[src/hmiu_pkg.sv]
// Shared constants and carrier types for the hub interrupt unit
package hmiu_pkg;
   // Clock rate and derived cycle counts
   localparam int CLK_MHZ = 200;
   localparam int SE0_MIN_NS = 12000;
   localparam int SE0_MAX_NS = 16000;
   localparam int SE0_MIN_CYC = (SE0_MIN_NS * CLK_MHZ + 999) / 1000;
   localparam int SE0_MAX_CYC = (SE0_MAX_NS * CLK_MHZ) / 1000;
   localparam int TICK_FAST_US = 128;
   localparam int TICK_FAST_CYC = TICK_FAST_US * CLK_MHZ;
   localparam int TICK_SLOW_NS = 1024000;
   localparam int TICK_SLOW_DIV = TICK_SLOW_NS / (TICK_FAST_US * 1000);
   localparam int CALL_CYC = 10;
   localparam int SE0_CNT_W = 13;

   // Source numbering, equal to vector number minus one
   localparam int NUM_SRC = 12;
   localparam int SRC_BUSRST = 0;
   localparam int SRC_T128 = 1;
   localparam int SRC_T1024 = 2;
   localparam int SRC_EP0 = 3;
   localparam int NUM_EP = 5;
   localparam int SRC_HUB = 8;
   localparam int SRC_DAC = 9;
   localparam int SRC_GPIO = 10;
   localparam int SRC_I2C = 11;
   localparam int NUM_PORT = 4;
   localparam int NUM_PIN = 8;
   localparam int PIN_IDX_W = 3;

   // Program addresses
   localparam logic [13:0] RESET_ADDR = 14'h0000;
   localparam logic [13:0] VEC_BASE = 14'h0002;

   // Global enable register fields
   localparam int GIE_BUSRST_BIT = 0;
   localparam int GIE_T128_BIT = 1;
   localparam int GIE_T1024_BIT = 2;
   localparam int GIE_HUB_BIT = 3;
   localparam int GIE_DAC_BIT = 4;
   localparam int GIE_GPIO_BIT = 5;
   localparam int GIE_I2C_BIT = 6;
   localparam logic [7:0] GIE_RESET = 8'h00;
   localparam logic [7:0] GIE_MASK = 8'h7f;
   localparam logic [4:0] EPIE_RESET = 5'h00;
   localparam int PSC_BUSRST_BIT = 5;

   // Hub repeater event group
   typedef struct packed {
      logic [NUM_PORT-1:0] connect_change;
      logic [NUM_PORT-1:0] forced;
      logic [NUM_PORT-1:0] babble;
      logic [NUM_PORT-1:0] resume;
      logic [NUM_PORT-1:0] port_enable;
   } hmiu_hub_ev_t;

   // Two-wire engine event group
   typedef struct packed {
      logic slave_rx_byte;
      logic first_byte;
      logic slave_tx_byte;
      logic master_acked;
      logic master_byte;
      logic arb_lost;
      logic bus_stop;
   } hmiu_i2c_ev_t;

   // Two-wire status and control bits
   typedef struct packed {
      logic addr_match;
      logic stop_received;
      logic ack;
      logic master_select_bit;
      logic arbitration_lost_flag;
      logic continue_busy;
   } hmiu_i2c_csr_t;

   localparam hmiu_i2c_csr_t I2C_CSR_RESET = '0;
endpackage

[src/hmiu_top.sv]
// Prioritised interrupt controller of the hub microcontroller
// Summary of operation
// Smallest pending enabled vector number is serviced first.
// After reset the core fetches from address 0x0000.
// Two-byte vector slots from 0x0002 up to 0x0018.
// Endpoint vectors 0x0008 to 0x0010: A0, A1, A2, B0, B1.
// Service waits for instruction end, then 10-cycle call.
// Upstream SE0 of 12 us may, over 16 us must, mean bus reset.
// Bus reset sets status bit 5.
// Bus reset clears device address and hub port registers.
// Bus reset request raised when SE0 is released.
// Bus reset during power-on start-up delay aborts the delay.
// Periodic requests every 128 us and 1.024 ms.
// Endpoint request on final acknowledge; unacknowledged IN raises none.
// Hub request on connect change, or enabled-port babble or resume.
// Connect change on a forced port raises no hub request.
// One shared pin request; triggered pin locks out the others.
// Pin enables untouched on service; source pin not recorded.
// Slave receive byte interrupts; first byte sets address match.
// Slave stop sets stop flag unless last byte was not acknowledged.
// Slave transmit byte interrupts and reports master acknowledge.
// Master bytes interrupt; clearing master select issues stop.
// Lost arbitration clears master select, sets flag, waits for stop.
// Continue/busy cleared before byte interrupts; one write resumes.
// Per-source pending latch, requesting only while enabled.
// Service clears global enable and pending latch, calls vector.
// Any reset clears both enable registers; here only resetn_i clears them, and a bus reset leaves them.
`timescale 1ns/10ps
module hmiu_top #(
   parameter int TICK_FAST_CYCLES = hmiu_pkg::TICK_FAST_CYC
) (
   input wire logic clock_i,
   input wire logic resetn_i,
   input wire logic se0_i,
   input wire logic por_delay_active_i,
   input wire logic instr_done_i,
   input wire logic ei_i,
   input wire logic di_i,
   input wire logic reti_i,
   input wire logic gie_wr_i,
   input wire logic [7:0] gie_wdata_i,
   input wire logic epie_wr_i,
   input wire logic [4:0] epie_wdata_i,
   input wire logic busrst_flag_clr_i,
   input wire logic [hmiu_pkg::NUM_EP-1:0] ep_in_host_ack_i,
   input wire logic [hmiu_pkg::NUM_EP-1:0] ep_out_dev_ack_i,
   input wire hmiu_pkg::hmiu_hub_ev_t hub_ev_i,
   input wire logic dac_event_i,
   input wire logic [hmiu_pkg::NUM_PIN-1:0] pin_active_i,
   input wire logic [hmiu_pkg::NUM_PIN-1:0] pin_enable_i,
   input wire hmiu_pkg::hmiu_i2c_ev_t i2c_ev_i,
   input wire logic i2c_csr_wr_i,
   input wire hmiu_pkg::hmiu_i2c_csr_t i2c_csr_wdata_i,
   output logic [7:0] gie_rdata_o,
   output logic [4:0] epie_rdata_o,
   output logic gie_o,
   output logic irq_sense_o,
   output logic busrst_flag_o,
   output logic [7:0] psc_status_o,
   output logic addr_clear_o,
   output logic hub_clear_o,
   output logic startup_abort_o,
   output logic call_busy_o,
   output logic fetch_valid_o,
   output logic [13:0] fetch_addr_o,
   output logic [hmiu_pkg::NUM_SRC-1:0] pending_o,
   output hmiu_pkg::hmiu_i2c_csr_t i2c_csr_o,
   output logic i2c_stop_issue_o
);
   typedef enum logic [1:0] {
      HMIU_ST_IDLE = 2'b01,
      HMIU_ST_CALL = 2'b10
   } hmiu_state_t;

   hmiu_state_t state_reg;
   logic [7:0] gie_reg;
   logic [4:0] epie_reg;
   logic cpu_gie_reg;
   logic busrst_flag_reg;
   logic [hmiu_pkg::NUM_SRC-1:0] pend_reg;
   logic [hmiu_pkg::NUM_SRC-1:0] pend_set;
   logic [hmiu_pkg::NUM_SRC-1:0] pend_clr;
   logic [hmiu_pkg::NUM_SRC-1:0] src_en;
   logic [hmiu_pkg::NUM_SRC-1:0] req;
   logic [3:0] win_idx;
   logic win_any;
   logic take;
   logic [3:0] call_cnt_reg;
   logic [13:0] fetch_addr_reg;
   logic fetch_valid_reg;
   logic [14:0] fast_cnt_reg;
   logic [2:0] slow_cnt_reg;
   logic tick_fast;
   logic tick_slow;
   logic se0_detect;
   logic se0_release;
   logic addr_clr_reg;
   logic abort_reg;
   logic hub_event;
   logic [hmiu_pkg::NUM_PIN-1:0] pin_hit;
   logic pin_locked_reg;
   logic [hmiu_pkg::PIN_IDX_W-1:0] pin_owner_reg;
   logic pin_fire;
   logic [hmiu_pkg::PIN_IDX_W-1:0] pin_first;
   hmiu_pkg::hmiu_i2c_csr_t csr_reg;
   logic stop_issue_reg;
   logic arb_wait_reg;
   logic i2c_irq;
   logic slave_stop_ok;

   localparam logic [14:0] FAST_LAST = 15'(TICK_FAST_CYCLES - 1);
   localparam logic [2:0] SLOW_LAST = 3'(hmiu_pkg::TICK_SLOW_DIV - 1);
   localparam logic [3:0] CALL_LAST = 4'(hmiu_pkg::CALL_CYC - 1);

   // Upstream bus reset detector
   hmiu_se0_detect u_se0 (
      .clock_i(clock_i),
      .resetn_i(resetn_i),
      .se0_i(se0_i),
      .detect_o(se0_detect),
      .release_o(se0_release),
      .active_o()
   );
   // Bus reset side effects on detection
   always_ff @(posedge clock_i or negedge resetn_i) begin
      if (!resetn_i) begin
         addr_clr_reg <= 1'b0;
         abort_reg <= 1'b0;
      end else begin
         addr_clr_reg <= se0_detect;
         abort_reg <= se0_detect && por_delay_active_i;
      end
   end
   // Bus reset status flag, set wins over clear
   always_ff @(posedge clock_i or negedge resetn_i) begin
      if (!resetn_i) begin
         busrst_flag_reg <= 1'b0;
      end else if (se0_detect) begin
         busrst_flag_reg <= 1'b1;
      end else if (busrst_flag_clr_i) begin
         busrst_flag_reg <= 1'b0;
      end
   end
   // Periodic tick generators
   always_ff @(posedge clock_i or negedge resetn_i) begin
      if (!resetn_i) begin
         fast_cnt_reg <= '0;
         slow_cnt_reg <= '0;
      end else if (tick_fast) begin
         fast_cnt_reg <= '0;
         slow_cnt_reg <= tick_slow ? 3'h0 : slow_cnt_reg + 1'b1;
      end else begin
         fast_cnt_reg <= fast_cnt_reg + 1'b1;
      end
   end
   assign tick_fast = fast_cnt_reg == FAST_LAST;
   assign tick_slow = tick_fast && slow_cnt_reg == SLOW_LAST;
   // Hub event gating per port
   assign hub_event = |(hub_ev_i.connect_change & ~hub_ev_i.forced)
      | |((hub_ev_i.babble | hub_ev_i.resume) & hub_ev_i.port_enable);
   // Pin trigger lockout
   assign pin_hit = pin_active_i & pin_enable_i;
   always_comb begin
      pin_first = '0;
      for (int i = hmiu_pkg::NUM_PIN - 1; i >= 0; i--) begin
         if (pin_hit[i]) begin
            pin_first = hmiu_pkg::PIN_IDX_W'(i);
         end
      end
   end
   assign pin_fire = !pin_locked_reg && |pin_hit;

   always_ff @(posedge clock_i or negedge resetn_i) begin
      if (!resetn_i) begin
         pin_locked_reg <= 1'b0;
         pin_owner_reg <= '0;
      end else if (pin_fire) begin
         pin_locked_reg <= 1'b1;
         pin_owner_reg <= pin_first;
      end else if (pin_locked_reg && !pin_hit[pin_owner_reg]) begin
         pin_locked_reg <= 1'b0;
      end
   end
   // Stop counts only while the ack bit is set, which an acknowledged transmitted byte sets
   assign slave_stop_ok = i2c_ev_i.bus_stop && !csr_reg.master_select_bit
      && !arb_wait_reg && csr_reg.ack;
   // Two-wire byte, stop and arbitration interrupt points
   assign i2c_irq = i2c_ev_i.slave_rx_byte
      || i2c_ev_i.slave_tx_byte
      || i2c_ev_i.master_byte
      || slave_stop_ok
      || (arb_wait_reg && i2c_ev_i.bus_stop);
   // Two-wire status and control bits; hardware events win
   always_ff @(posedge clock_i or negedge resetn_i) begin
      if (!resetn_i) begin
         csr_reg <= hmiu_pkg::I2C_CSR_RESET;
         stop_issue_reg <= 1'b0;
         arb_wait_reg <= 1'b0;
      end else begin
         stop_issue_reg <= i2c_csr_wr_i && csr_reg.master_select_bit
            && !i2c_csr_wdata_i.master_select_bit
            && !i2c_ev_i.arb_lost;
         if (i2c_csr_wr_i) begin
            csr_reg <= i2c_csr_wdata_i;
         end
         if (i2c_ev_i.slave_rx_byte) begin
            csr_reg.addr_match <= i2c_ev_i.first_byte;
         end
         if (slave_stop_ok) begin
            csr_reg.stop_received <= 1'b1;
         end
         if (i2c_ev_i.slave_tx_byte) begin
            csr_reg.ack <= i2c_ev_i.master_acked;
         end
         if (i2c_ev_i.slave_rx_byte || i2c_ev_i.slave_tx_byte
            || i2c_ev_i.master_byte) begin
            csr_reg.continue_busy <= 1'b0;
         end
         if (i2c_ev_i.arb_lost) begin
            csr_reg.master_select_bit <= 1'b0;
            csr_reg.arbitration_lost_flag <= 1'b1;
            arb_wait_reg <= 1'b1;
         end else if (arb_wait_reg && i2c_ev_i.bus_stop) begin
            arb_wait_reg <= 1'b0;
         end
      end
   end
   // Per-source request pulses
   always_comb begin
      pend_set = '0;
      pend_set[hmiu_pkg::SRC_BUSRST] = se0_release;
      pend_set[hmiu_pkg::SRC_T128] = tick_fast;
      pend_set[hmiu_pkg::SRC_T1024] = tick_slow;
      pend_set[hmiu_pkg::SRC_HUB] = hub_event;
      pend_set[hmiu_pkg::SRC_DAC] = dac_event_i;
      pend_set[hmiu_pkg::SRC_GPIO] = pin_fire;
      pend_set[hmiu_pkg::SRC_I2C] = i2c_irq;
      pend_set[hmiu_pkg::SRC_EP0 +: hmiu_pkg::NUM_EP] =
         ep_in_host_ack_i | ep_out_dev_ack_i;
   end
   // Endpoint enables, one per endpoint
   for (genvar e = 0; e < hmiu_pkg::NUM_EP; e++) begin : g_ep
      assign src_en[hmiu_pkg::SRC_EP0 + e] = epie_reg[e];
   end
   // Global enable mapping for the other sources
   assign src_en[hmiu_pkg::SRC_BUSRST] = gie_reg[hmiu_pkg::GIE_BUSRST_BIT];
   assign src_en[hmiu_pkg::SRC_T128] = gie_reg[hmiu_pkg::GIE_T128_BIT];
   assign src_en[hmiu_pkg::SRC_T1024] = gie_reg[hmiu_pkg::GIE_T1024_BIT];
   assign src_en[hmiu_pkg::SRC_HUB] = gie_reg[hmiu_pkg::GIE_HUB_BIT];
   assign src_en[hmiu_pkg::SRC_DAC] = gie_reg[hmiu_pkg::GIE_DAC_BIT];
   assign src_en[hmiu_pkg::SRC_GPIO] = gie_reg[hmiu_pkg::GIE_GPIO_BIT];
   assign src_en[hmiu_pkg::SRC_I2C] = gie_reg[hmiu_pkg::GIE_I2C_BIT];
   assign req = pend_reg & src_en;
   // Lowest vector number wins
   always_comb begin
      win_idx = '0;
      win_any = 1'b0;
      for (int i = hmiu_pkg::NUM_SRC - 1; i >= 0; i--) begin
         if (req[i]) begin
            win_idx = 4'(i);
            win_any = 1'b1;
         end
      end
   end
   assign take = state_reg == HMIU_ST_IDLE && cpu_gie_reg && win_any
      && instr_done_i;
   // Pending latches; a new event beats the service clear
   always_comb begin
      pend_clr = '0;
      if (take) begin
         pend_clr[win_idx] = 1'b1;
      end
   end
   always_ff @(posedge clock_i or negedge resetn_i) begin
      if (!resetn_i) begin
         pend_reg <= '0;
      end else begin
         pend_reg <= (pend_reg & ~pend_clr) | pend_set;
      end
   end
   // Enable registers, cleared by resetn_i only; a bus reset leaves them unchanged
   always_ff @(posedge clock_i or negedge resetn_i) begin
      if (!resetn_i) begin
         gie_reg <= hmiu_pkg::GIE_RESET;
         epie_reg <= hmiu_pkg::EPIE_RESET;
      end else begin
         if (gie_wr_i) begin
            gie_reg <= gie_wdata_i & hmiu_pkg::GIE_MASK;
         end
         if (epie_wr_i) begin
            epie_reg <= epie_wdata_i;
         end
      end
   end

   // Processor global enable; service clears it first
   always_ff @(posedge clock_i or negedge resetn_i) begin
      if (!resetn_i) begin
         cpu_gie_reg <= 1'b0;
      end else if (take || di_i) begin
         cpu_gie_reg <= 1'b0;
      end else if (ei_i || reti_i) begin
         cpu_gie_reg <= 1'b1;
      end
   end

   // Service sequencer with fixed call length
   always_ff @(posedge clock_i or negedge resetn_i) begin
      if (!resetn_i) begin
         state_reg <= HMIU_ST_IDLE;
         call_cnt_reg <= '0;
      end else begin
         unique case (state_reg)
            HMIU_ST_IDLE: begin
               call_cnt_reg <= '0;
               if (take) begin
                  state_reg <= HMIU_ST_CALL;
               end
            end
            HMIU_ST_CALL: begin
               call_cnt_reg <= call_cnt_reg + 1'b1;
               if (call_cnt_reg == CALL_LAST) begin
                  state_reg <= HMIU_ST_IDLE;
               end
            end
         endcase
      end
   end

   // Fetch address: reset entry, then vector slots
   always_ff @(posedge clock_i or negedge resetn_i) begin
      if (!resetn_i) begin
         fetch_addr_reg <= hmiu_pkg::RESET_ADDR;
         fetch_valid_reg <= 1'b1;
      end else begin
         fetch_valid_reg <= state_reg == HMIU_ST_CALL
            && call_cnt_reg == CALL_LAST;
         if (take) begin
            fetch_addr_reg <= hmiu_pkg::VEC_BASE
               + {9'h000, win_idx, 1'b0}; // see R3
         end
      end
   end

   // Output drive
   assign gie_rdata_o = gie_reg;
   assign epie_rdata_o = epie_reg;
   assign gie_o = cpu_gie_reg;
   assign irq_sense_o = |req;
   assign busrst_flag_o = busrst_flag_reg;
   always_comb begin
      psc_status_o = 8'h00;
      psc_status_o[hmiu_pkg::PSC_BUSRST_BIT] = busrst_flag_reg;
      psc_status_o[2] = cpu_gie_reg;
      psc_status_o[7] = |req;
   end
   assign addr_clear_o = addr_clr_reg;
   assign hub_clear_o = addr_clr_reg;
   assign startup_abort_o = abort_reg;
   assign call_busy_o = state_reg == HMIU_ST_CALL;
   assign fetch_valid_o = fetch_valid_reg;
   assign fetch_addr_o = fetch_addr_reg;
   assign pending_o = pend_reg;
   assign i2c_csr_o = csr_reg;
   assign i2c_stop_issue_o = stop_issue_reg;
endmodule

[src/hmiu_se0_detect.sv]
// Upstream single-ended-zero bus reset detector
`timescale 1ns/10ps
module hmiu_se0_detect (
   input wire logic clock_i,
   input wire logic resetn_i,
   input wire logic se0_i,
   output logic detect_o,
   output logic release_o,
   output logic active_o
);
   logic [hmiu_pkg::SE0_CNT_W-1:0] cnt_reg;
   logic active_reg;
   logic det_pulse_reg;
   logic rel_pulse_reg;
   localparam logic [hmiu_pkg::SE0_CNT_W-1:0] LIMIT =
      hmiu_pkg::SE0_CNT_W'(hmiu_pkg::SE0_MIN_CYC - 1);

   // Count length of the current SE0 state
   always_ff @(posedge clock_i or negedge resetn_i) begin
      if (!resetn_i) begin
         cnt_reg <= '0;
      end else if (!se0_i) begin
         cnt_reg <= '0;
      end else if (cnt_reg != LIMIT) begin
         cnt_reg <= cnt_reg + 1'b1;
      end
   end

   // Recognise at 12 us, well inside the 16 us bound
   always_ff @(posedge clock_i or negedge resetn_i) begin
      if (!resetn_i) begin
         active_reg <= 1'b0;
         det_pulse_reg <= 1'b0;
         rel_pulse_reg <= 1'b0;
      end else begin
         det_pulse_reg <= se0_i && !active_reg && cnt_reg == LIMIT;
         rel_pulse_reg <= active_reg && !se0_i;
         if (se0_i && cnt_reg == LIMIT) begin
            active_reg <= 1'b1;
         end else if (!se0_i) begin
            active_reg <= 1'b0;
         end
      end
   end

   assign detect_o = det_pulse_reg;
   assign release_o = rel_pulse_reg;
   assign active_o = active_reg;
endmodule

[config.mk]
export PLATFORM = sky130hd
export DESIGN_NAME = hmiu_top
export DESIGN_NICKNAME = d
export VERILOG_FILES = /design/src/hmiu_pkg.sv /design/src/hmiu_top.sv /design/src/hmiu_se0_detect.sv
export SDC_FILE = /design/constraint.sdc
export NUM_CORES = 1
export LEC_CHECK = 0
export BUFFER_PORTS_ARGS = -buffer_cell sky130_fd_sc_hd__buf_2
export CAP_MARGIN = 0
export CORE_ASPECT_RATIO = 1.2
export CORE_UTILIZATION = 45
export DETAILED_ROUTE_END_ITERATION = 7
export GPL_ROUTABILITY_DRIVEN = 0
export PLACE_DENSITY_LB_ADDON = 0.08
export SYNTH_ARGS = -nofsm -noshare
export SYNTH_HDL_FRONTEND = slang
export SYNTH_SLANG_ARGS = --single-unit
export TNS_END_PERCENT = 50
[constraint.sdc]
create_clock -name clock_i -period 1.7 [get_ports clock_i]
set_input_delay 0.17 -clock clock_i [delete_from_list [all_inputs] [get_ports clock_i]]
set_output_delay 0.17 -clock clock_i [all_outputs]
set_load 0.01 [all_outputs]
==> metrics.sh, run 1 <==
OUTCOME='finished with violations'
FAILED_CHECKS='negative setup slack'
SYNTH_SIMPLE_GATE_AREA_SHARE_PCT=18.20
CP_MAX_FO=3
GRT_MAX_DEGREE=38
CLK_LATENCY_NS=0.35
DIE_WIDTH_UM=90.69
CRIT_PATH_START_KIND='flop'
CRITICALPATHCATEGORY='flop to flop'
DR.PASS1.ITERS=5
DPL.HPWL_MM=7.550
SETUP_TNS_NS=-2.929
DOMINANT_COMBINATIONAL_CELL_FAMILY_BY_AREA_AFTER_SYNTHESIS='simple AND/OR/NAND/NOR gates'
DRIVE_GT1_SHARE_PCT=45.70
IO-PIN-COUNT=147
CRITPATHARRIVALTIME_NS=2.21
SYNTHESIS.INSTANCES=386
CLOCK_SINKS=86
LAYOUT-AREA-OVERHEAD-VS-SYNTH_PCT=41.18
MOST_FREQUENT_CELL_ON_THE_CRITICAL_PATH='a22o_1'
MET3_LENGTH_UM=454
YOSYSSEQAREASHARE_PCT=50.72
SWITCHING_SHARE_PCT=28.24
CTS-ROOT-TO-SINK-BUFFERS=2
POST-ROUTE-WORST-SETUP-SLACK_NS=-0.2696
SYNTH_XOR_AREA_SHARE_PCT=4.742
DRT.ANTENNA.VIOLATING_NETS=0
SHARE_COMB_OF_TOTAL_POWER_PCT=23.1
WORST_SETUP_PATH_END_KIND='flop'
POWER.SEQUENTIAL.FRACTION_PCT=50.5
SYNTHESIZED_AREA_MM2=0.004248
INTERNAL_POWER_SUMMED_OVER_ALL_CELLS_W=0.003383
CP_DATA_REQUIRED_TIME_NS=1.94
DRTITER0DRC=155
ASYNC_FLOP_SHARE_PCT=100.0
TOTAL_ROUTED_LENGTH_MM=10.27
WORST_HOLD_PATH_TYPE='primary input to flop'
TRACK_USAGE_PCT=21.65
DIE-HEIGHT_UM=108.4
POST_DR_WIRELENGTH_CELL_UM=14.18
PLACE_WORST_SETUP_SLACK_NS=-0.2095
YOSYS_WARNINGS=0
SEQCELLAREA_MM2=0.002160
VIAS=3654
SYNTH.MUX.AREA_FRACTION_PCT=7.216
CPPEAKSTAGEDELAY_NS=0.41
PLACEMENT_ROWS=38
PORT_BUFFERS=130
OVERFLOW=0
CTS_HTREE_LEVELS=3
PWR_DENSITY_CELL_mW_PER_MM2=786.2
AREA_OF_THE_MULTI_INPUT_GATES_MM2=0.002100
ANTENNA_CELLS=0
LEADING_CELL_TYPE_IN_THE_LAYOUT_FILL_AND_TAPS_EXCLUDED='buf_2'
TOPROUTINGLAYERUSED='met4'
CRIT_FAMILY='compound AO/OA/AOI/OAI gates'
DRT_DRC_VIOLATIONS_LEFT=0
COMPLEX_GATE_FRACTION_OF_THE_SYNTHESIZED_AREA_PCT=10.75
FINCLKSKEW_NS=0.008667
FINAL_CELL_AREA_MM2=0.005997
PLACED_CELL_AREA_MM2=0.005396
NUMBER_OF_GLOBAL_ROUTE_VIAS_BEFORE_REPAIR=3603
SYNTH_CELL_TYPES=63
ANTENNA_FOUND_INITIAL=0
CLK_PIN_SLEW_WORST_PATHS_NS=0.08
DIE-AREA_MM2=0.009834
RSZ_0062_RAISED_AFTER_GLOBAL_ROUTING='yes'
LARGEST_REGISTER_FF_COUNT=15
CLOCK_PERIOD_MINUS_WORST_SLACK_NS=1.970
PERIOD_SHARE_PCT=115.9
MOST_USED_DFF_POST_SYNTH='dfrtp_1'
GRT_FIRST_PASS_WIRELENGTH_MM=16.53
SYNTH-EDFF-COUNT=0
FINAL_COUNT_OF_HOLD_TIMING_VIOLATIONS=0
MET2_WIRE_LENGTH_MM=5.519
CTS_TREE='yes'
FIN_HOLD_WS_NS=0.02408
NETS=694
FLOORPLAN.INITIALDENSITY_PCT=46.78
SYNTH_AREA_PER_CELL_UM2=11.00
FINAL_MAX_SLEW_VIOL_COUNT=0
SWITCHING_POWER_SUMMED_OVER_ALL_NETS_W=0.001332
STATIC-LEAKAGE-POWER_nW=2.942
CRIT_PATH_TOP_DELAY_CELL='dfrtp_1'
NUM-FILL-CELLS=763
CTS-ROOT-BUF='clkbuf_8'
VIA_PER_INST=5.047
YOSYS.AREA_SHARE.ADDER_PCT=2.946
DRT-MET1-WL_MM=4.100
YS_SEQ_ELEMENTS=86
CTS-BUFFERS-INSERTED=9
FINAL_CELL_MIX='buf_2 (127), dfrtp_1 (80), buf_4 (61)'
CORE_REGION_AREA_MM2=0.009081
CLOCK_POWER_SHARE_PCT=26.4
IR_WORST_VDD_uV=484.9
TIMING.CRITICAL_PATH.CELLS='a22o_1 -> o211ai_1 -> nand3_1 -> a21oi_4 -> buf_4 -> ha_4 -> buf_6 -> nand2_4 -> a22o_1'
NUMBER_OF_BUFFER_AND_INVERTER_STAGES_ON_THE_CRITICAL_PATH=2
TIMING.FINAL.SETUP_VIOLATIONS=21
P_TOTAL_W=0.004715
MAXCLOCKFREQUENCY_MHz=507.7
DRV_CAP=0
==> power groups by stage <==
stage / logic, W / registers, W / clock network [W]
finish: 0.00109 / 0.00238 / 0.00125
global route: 0.00120 / 0.00241 / 0.00139
CTS: 0.00103 / 0.00238 / 0.00130
detailed placement: 0.000925 / 0.00242 / 0
global placement: 0.000902 / 0.00241 / 0
floorplan: 0.000504 / 0.00243 / 0
==> cell families (layout without fill, tap and decap cells) <==
logic type               Yosys count  after routing
adder cells (fa/ha/maj)           10             10
AND/OR/NAND/NOR                  141            141
other                              1             15
flip-flops                        86             86
AO/OA/AOI/OAI                     60             60
buffers and inverters             39            243
multiplexers                      26             26
XOR/XNOR                          23             23
==> cell type report <==
type | instances | share of cell area (%)
Clock buffer | 14 | 2.545
Clock inverter | 2 | 0.1669
Inverter | 14 | 0.8763
Multi-Input combinational cell | 275 | 35.01
Sequential cell | 86 | 36.01
Tap cell | 120 | 2.504
Timing Repair Buffer | 213 | 22.89
==> metal layers <==
metal | GRT usage, % | up-vias
li1 | - | 1766
met1 | 25.22 | 1785
met2 | 39.07 | 87
met3 | 4.641 | 16
met4 | 8.180 | 0
met5 | 0 | -
==> cell usage after synthesis (4+ instances only) <==
cell	number	area, µm²
a211o_1	6	52.55
a21o_1	7	52.55
a21oi_1	5	25.02
a31oi_1	5	31.28
and2_1	11	68.82
and3_1	7	43.79
and4_1	4	35.03
buf_4	21	157.7
dfrtp_1	84	2102
ha_1	10	125.1
inv_1	14	52.55
mux2_2	15	168.9
mux2i_1	7	70.07
nand2_1	45	168.9
nand3_1	20	100.1
nand4_1	4	25.02
nor2_1	21	78.83
nor2b_1	6	37.54
nor3_1	5	25.02
o21ai_0	10	50.05
xnor2_1	12	105.1
xor2_1	11	96.34
==> per-stage QoR <==
stage               std cells  utilization, %
finish                    724           66.04
global route              724           66.04
CTS                       719           64.51
detailed placement        684           59.42
global placement          684           59.42
floorplan                 400               -
==> path summary, 6_finish.rpt <==
path | from | cells past startpoint | endpoint | slack (ns)
worst max-delay path | pending_o[9] | 9 | pending_o[2] | -0.27
worst min-delay path | por_delay_active_i | 2 | startup_abort_o | 0.02
min in group asynchronous | resetn_i | 2 | pin_owner_reg[1] | 0.30
max in group asynchronous | resetn_i | 3 | pin_owner_reg[2] | 0.81
worst max register to register | pending_o[9] | 9 | pending_o[2] | -0.27
worst min register to register | u_se0.detect_o | 0 | addr_clear_o | 0.43
==> timing repair <==
action,CTS,global route
resized for setup,35,19
buffers inserted,10,5
endpoints found under the setup margin,23,26
hold buffers,9,0
pin swaps,28,14
gates cloned,0,0
hold endpoints to repair,36,0
No activity file was read; power rests on OpenSTA's default activity.
==> run 2: changes to the inputs <==
==> constraint.sdc (replaced) <==
create_clock -name clock_i -period 1.7 [get_ports clock_i]
set_input_delay 0 -clock clock_i [delete_from_list [all_inputs] [get_ports clock_i]]
set_output_delay 0 -clock clock_i [all_outputs]
set_load 0.01 [all_outputs]
==> run 2 against run 1 <==
Compared with the run above: the flow still finishes with violations (negative setup slack); non-clock buffer count grew 44; maximum frequency grew 5.0%; global-route usage grew 2.1 points; critical path depth is the same; via count grew 5.1%; clock skew grew 0.0017 ns; first-iteration DRC count shrank 5.2%; flip-flop and latch count is the same; sequential share of layout area shrank 2.4 points; die area is the same; combinational power grew 6%; sequential power is essentially flat.
==> metrics.sh, run 2 (synthesis gave the netlist of run 1 again) <==
OUTCOME='finished with violations'  # unchanged
FAILED_CHECKS='negative setup slack'  # unchanged
MAXCLOCKFREQUENCY_MHz=532.9  # was 507.7 MHz
CRITPATHARRIVALTIME_NS=2.13  # was 2.21 ns
TRACK_USAGE_PCT=23.77  # was 21.65%
FLOORPLAN.INITIALDENSITY_PCT=46.78  # unchanged
PWR_DENSITY_CELL_mW_PER_MM2=769.9  # was 786.2 mW/mm²
FINAL_CELL_MIX='buf_2 (127), dfrtp_1 (80), buf_4 (63)'  # was buf_2 (127), dfrtp_1 (80), buf_4 (61)
CRITICALPATHCATEGORY='flop to flop'  # unchanged
CTS-ROOT-TO-SINK-BUFFERS=2  # unchanged
LEADING_CELL_TYPE_IN_THE_LAYOUT_FILL_AND_TAPS_EXCLUDED='buf_2'  # unchanged
DIE_WIDTH_UM=90.69  # unchanged
DIE-AREA_MM2=0.009834  # unchanged
CORE_REGION_AREA_MM2=0.009081  # unchanged
WORST_HOLD_PATH_TYPE='primary input to flop'  # unchanged
NUM-FILL-CELLS=650  # was 763
POST-ROUTE-WORST-SETUP-SLACK_NS=-0.1764  # was -0.2696 ns
GRT_MAX_DEGREE=43  # was 38
PERIOD_SHARE_PCT=110.4  # was 115.9%
CTS-ROOT-BUF='clkbuf_8'  # unchanged
FIN_HOLD_WS_NS=0.01947  # was 0.02408 ns
REGTOREGSTARTPOINT='pending_o[9]'  # unchanged
RSZ_0062_RAISED_AFTER_GLOBAL_ROUTING='yes'  # unchanged
POST_DR_WIRELENGTH_CELL_UM=14.92  # was 14.18 µm
TOTAL_ROUTED_LENGTH_MM=11.44  # was 10.27 mm
FINCLKSKEW_NS=0.01038  # was 0.008667 ns
VIAS=3840  # was 3,654
WORST_R2R_PATH_DEPTH=9  # unchanged
CP_DATA_REQUIRED_TIME_NS=1.96  # was 1.94 ns
SHARE_COMB_OF_TOTAL_POWER_PCT=23.6  # was 23.1%
PLACEMENT_ROWS=38  # unchanged
NUMBER_OF_GLOBAL_ROUTE_VIAS_BEFORE_REPAIR=3864  # was 3,603
SWITCHING_SHARE_PCT=28.39  # was 28.24%
DR.PASS1.ITERS=4  # was 5
LAYOUT-AREA-OVERHEAD-VS-SYNTH_PCT=51.13  # was 41.18%
LARGEST_REGISTER_FF_COUNT=15  # unchanged
CLOCK_POWER_SHARE_PCT=28.2  # was 26.4%
POWER.SEQUENTIAL.FRACTION_PCT=48.3  # was 50.5%
CP-ENDPOINT='pending_o[6]'  # was pending_o[2]
VIA_PER_INST=5.007  # was 5.047
CTS_TREE='yes'  # unchanged
CTS_HTREE_LEVELS=3  # unchanged
DPL.HPWL_MM=7.576  # was 7.550 mm
CP_MAX_FO=3  # unchanged
TIMING.FINAL.SETUP_VIOLATIONS=21  # unchanged
CRIT_PATH_START_KIND='flop'  # unchanged
IO-PIN-COUNT=147  # unchanged
INTERNAL_POWER_SUMMED_OVER_ALL_CELLS_W=0.003539  # was 0.003383 W
P_TOTAL_W=0.004943  # was 0.004715 W
ANTENNA_FOUND_INITIAL=0  # unchanged
FINAL_COUNT_OF_HOLD_TIMING_VIOLATIONS=0  # unchanged
WORST_SETUP_PATH_END_KIND='flop'  # unchanged
CTS-BUFFERS-INSERTED=9  # unchanged
DRTITER0DRC=147  # was 155
TIMING.CRITICAL_PATH.FROM='pending_o[9]'  # unchanged
PLACE_WORST_SETUP_SLACK_NS=-0.1736  # was -0.2095 ns
CLOCK_PERIOD_MINUS_WORST_SLACK_NS=1.876  # was 1.970 ns
DIE-HEIGHT_UM=108.4  # unchanged
PORT_BUFFERS=130  # unchanged
DRIVE_GT1_SHARE_PCT=42.19  # was 45.70%
REGISTER_TO_REGISTER_SETUP_SLACK_NS=-0.18  # was -0.27 ns
IR_WORST_VDD_uV=381.0  # was 484.9 µV
R2R-END='pending_o[6]'  # was pending_o[2]
DRT_DRC_VIOLATIONS_LEFT=0  # unchanged
GRT_FIRST_PASS_WIRELENGTH_MM=18.02  # was 16.53 mm
DRT.ANTENNA.VIOLATING_NETS=0  # unchanged
OVERFLOW=0  # unchanged
DRV_CAP=0  # unchanged
ANTENNA_CELLS=0  # unchanged
NETS=738  # was 694
STATIC-LEAKAGE-POWER_nW=3.120  # was 2.942 nW
FINAL_MAX_SLEW_VIOL_COUNT=0  # unchanged
CLK_LATENCY_NS=0.36  # was 0.35 ns
CLOCK_SINKS=86  # unchanged
SWITCHING_POWER_SUMMED_OVER_ALL_NETS_W=0.001403  # was 0.001332 W
CLK_PIN_SLEW_WORST_PATHS_NS=0.09  # was 0.08 ns
## run 2: per-layer routing
metal / track usage, % / share of wire, % / vias to the layer above
met2: 44.16 / 53 / 94
met3: 3.305 / 3.1 / 28
li1: - / - / 1855
met5: 0 / 0 / -
met1: 26.56 / 41 / 1863
met4: 12.10 / 2.8 / 0
## run 2: worst min path at each step
stage                       from       endpoint  depth (start not counted)
detailed placement      resetn_i   i2c_csr_o[0]                          1
floorplan               resetn_i   addr_clear_o                          0
CTS                  i2c_ev_i[4]  pending_o[11]                          4
global placement        resetn_i   i2c_csr_o[0]                          1
global route         hub_ev_i[2]   pending_o[8]                          4
finish              hub_ev_i[14]   pending_o[8]                          3
## run 2: through the flow
stage	setup TNS (ns)	std cells	area, µm²	utilization [%]
global placement	-1.081	687	5419	59.67
finish	-2.153	767	6420	70.69
CTS	-1.423	765	6341	69.83
floorplan	-0.6473	400	4312	-
global route	-3.686	767	6420	70.69
detailed placement	-1.725	687	5419	59.67
## run 2: worst max-delay path: stages (launching register included)
cell	delay, ns
dfrtp_1	0.40
buf_6	0.12
a32oi_2	0.19
a211oi_2	0.05
o211ai_1	0.20
buf_4	0.16
buf_4	0.11
ha_2	0.19
nand2_1	0.06
a211o_1	0.29
## run 2: final cells by class
cell class                 count  area, µm²  share of cell area (%)
sequential                    86       2160                   33.64
clock buffer                  11      131.4                   2.046
tap                          120      150.1                   2.339
timing repair buffer         257       1802                   28.06
inverter                      14      52.55                  0.8186
clock inverter                 4      50.05                  0.7796
multi-input combinational    275       2074                   32.31
## run 2: power by group through the flow
stage | registers, W | clock network (W) | logic, W
2_1_floorplan | 0.00243 | 0 | 0.000504
3_3_place_gp | 0.00241 | 0 | 0.000907
3_5_place_dp | 0.00242 | 0 | 0.000938
4_1_cts | 0.00238 | 0.00143 | 0.00112
5_1_grt | 0.00241 | 0.00150 | 0.00128
6_report | 0.00239 | 0.00139 | 0.00116
## run 2: timing repair
action | in CTS | in global routing
resized for setup | 27 | 18
hold endpoints to repair | 124 | 0
gates cloned | 0 | 0
setup buffers | 7 | 2
hold buffers | 56 | 0
setup endpoints to repair | 21 | 25
pin swaps | 17 | 9
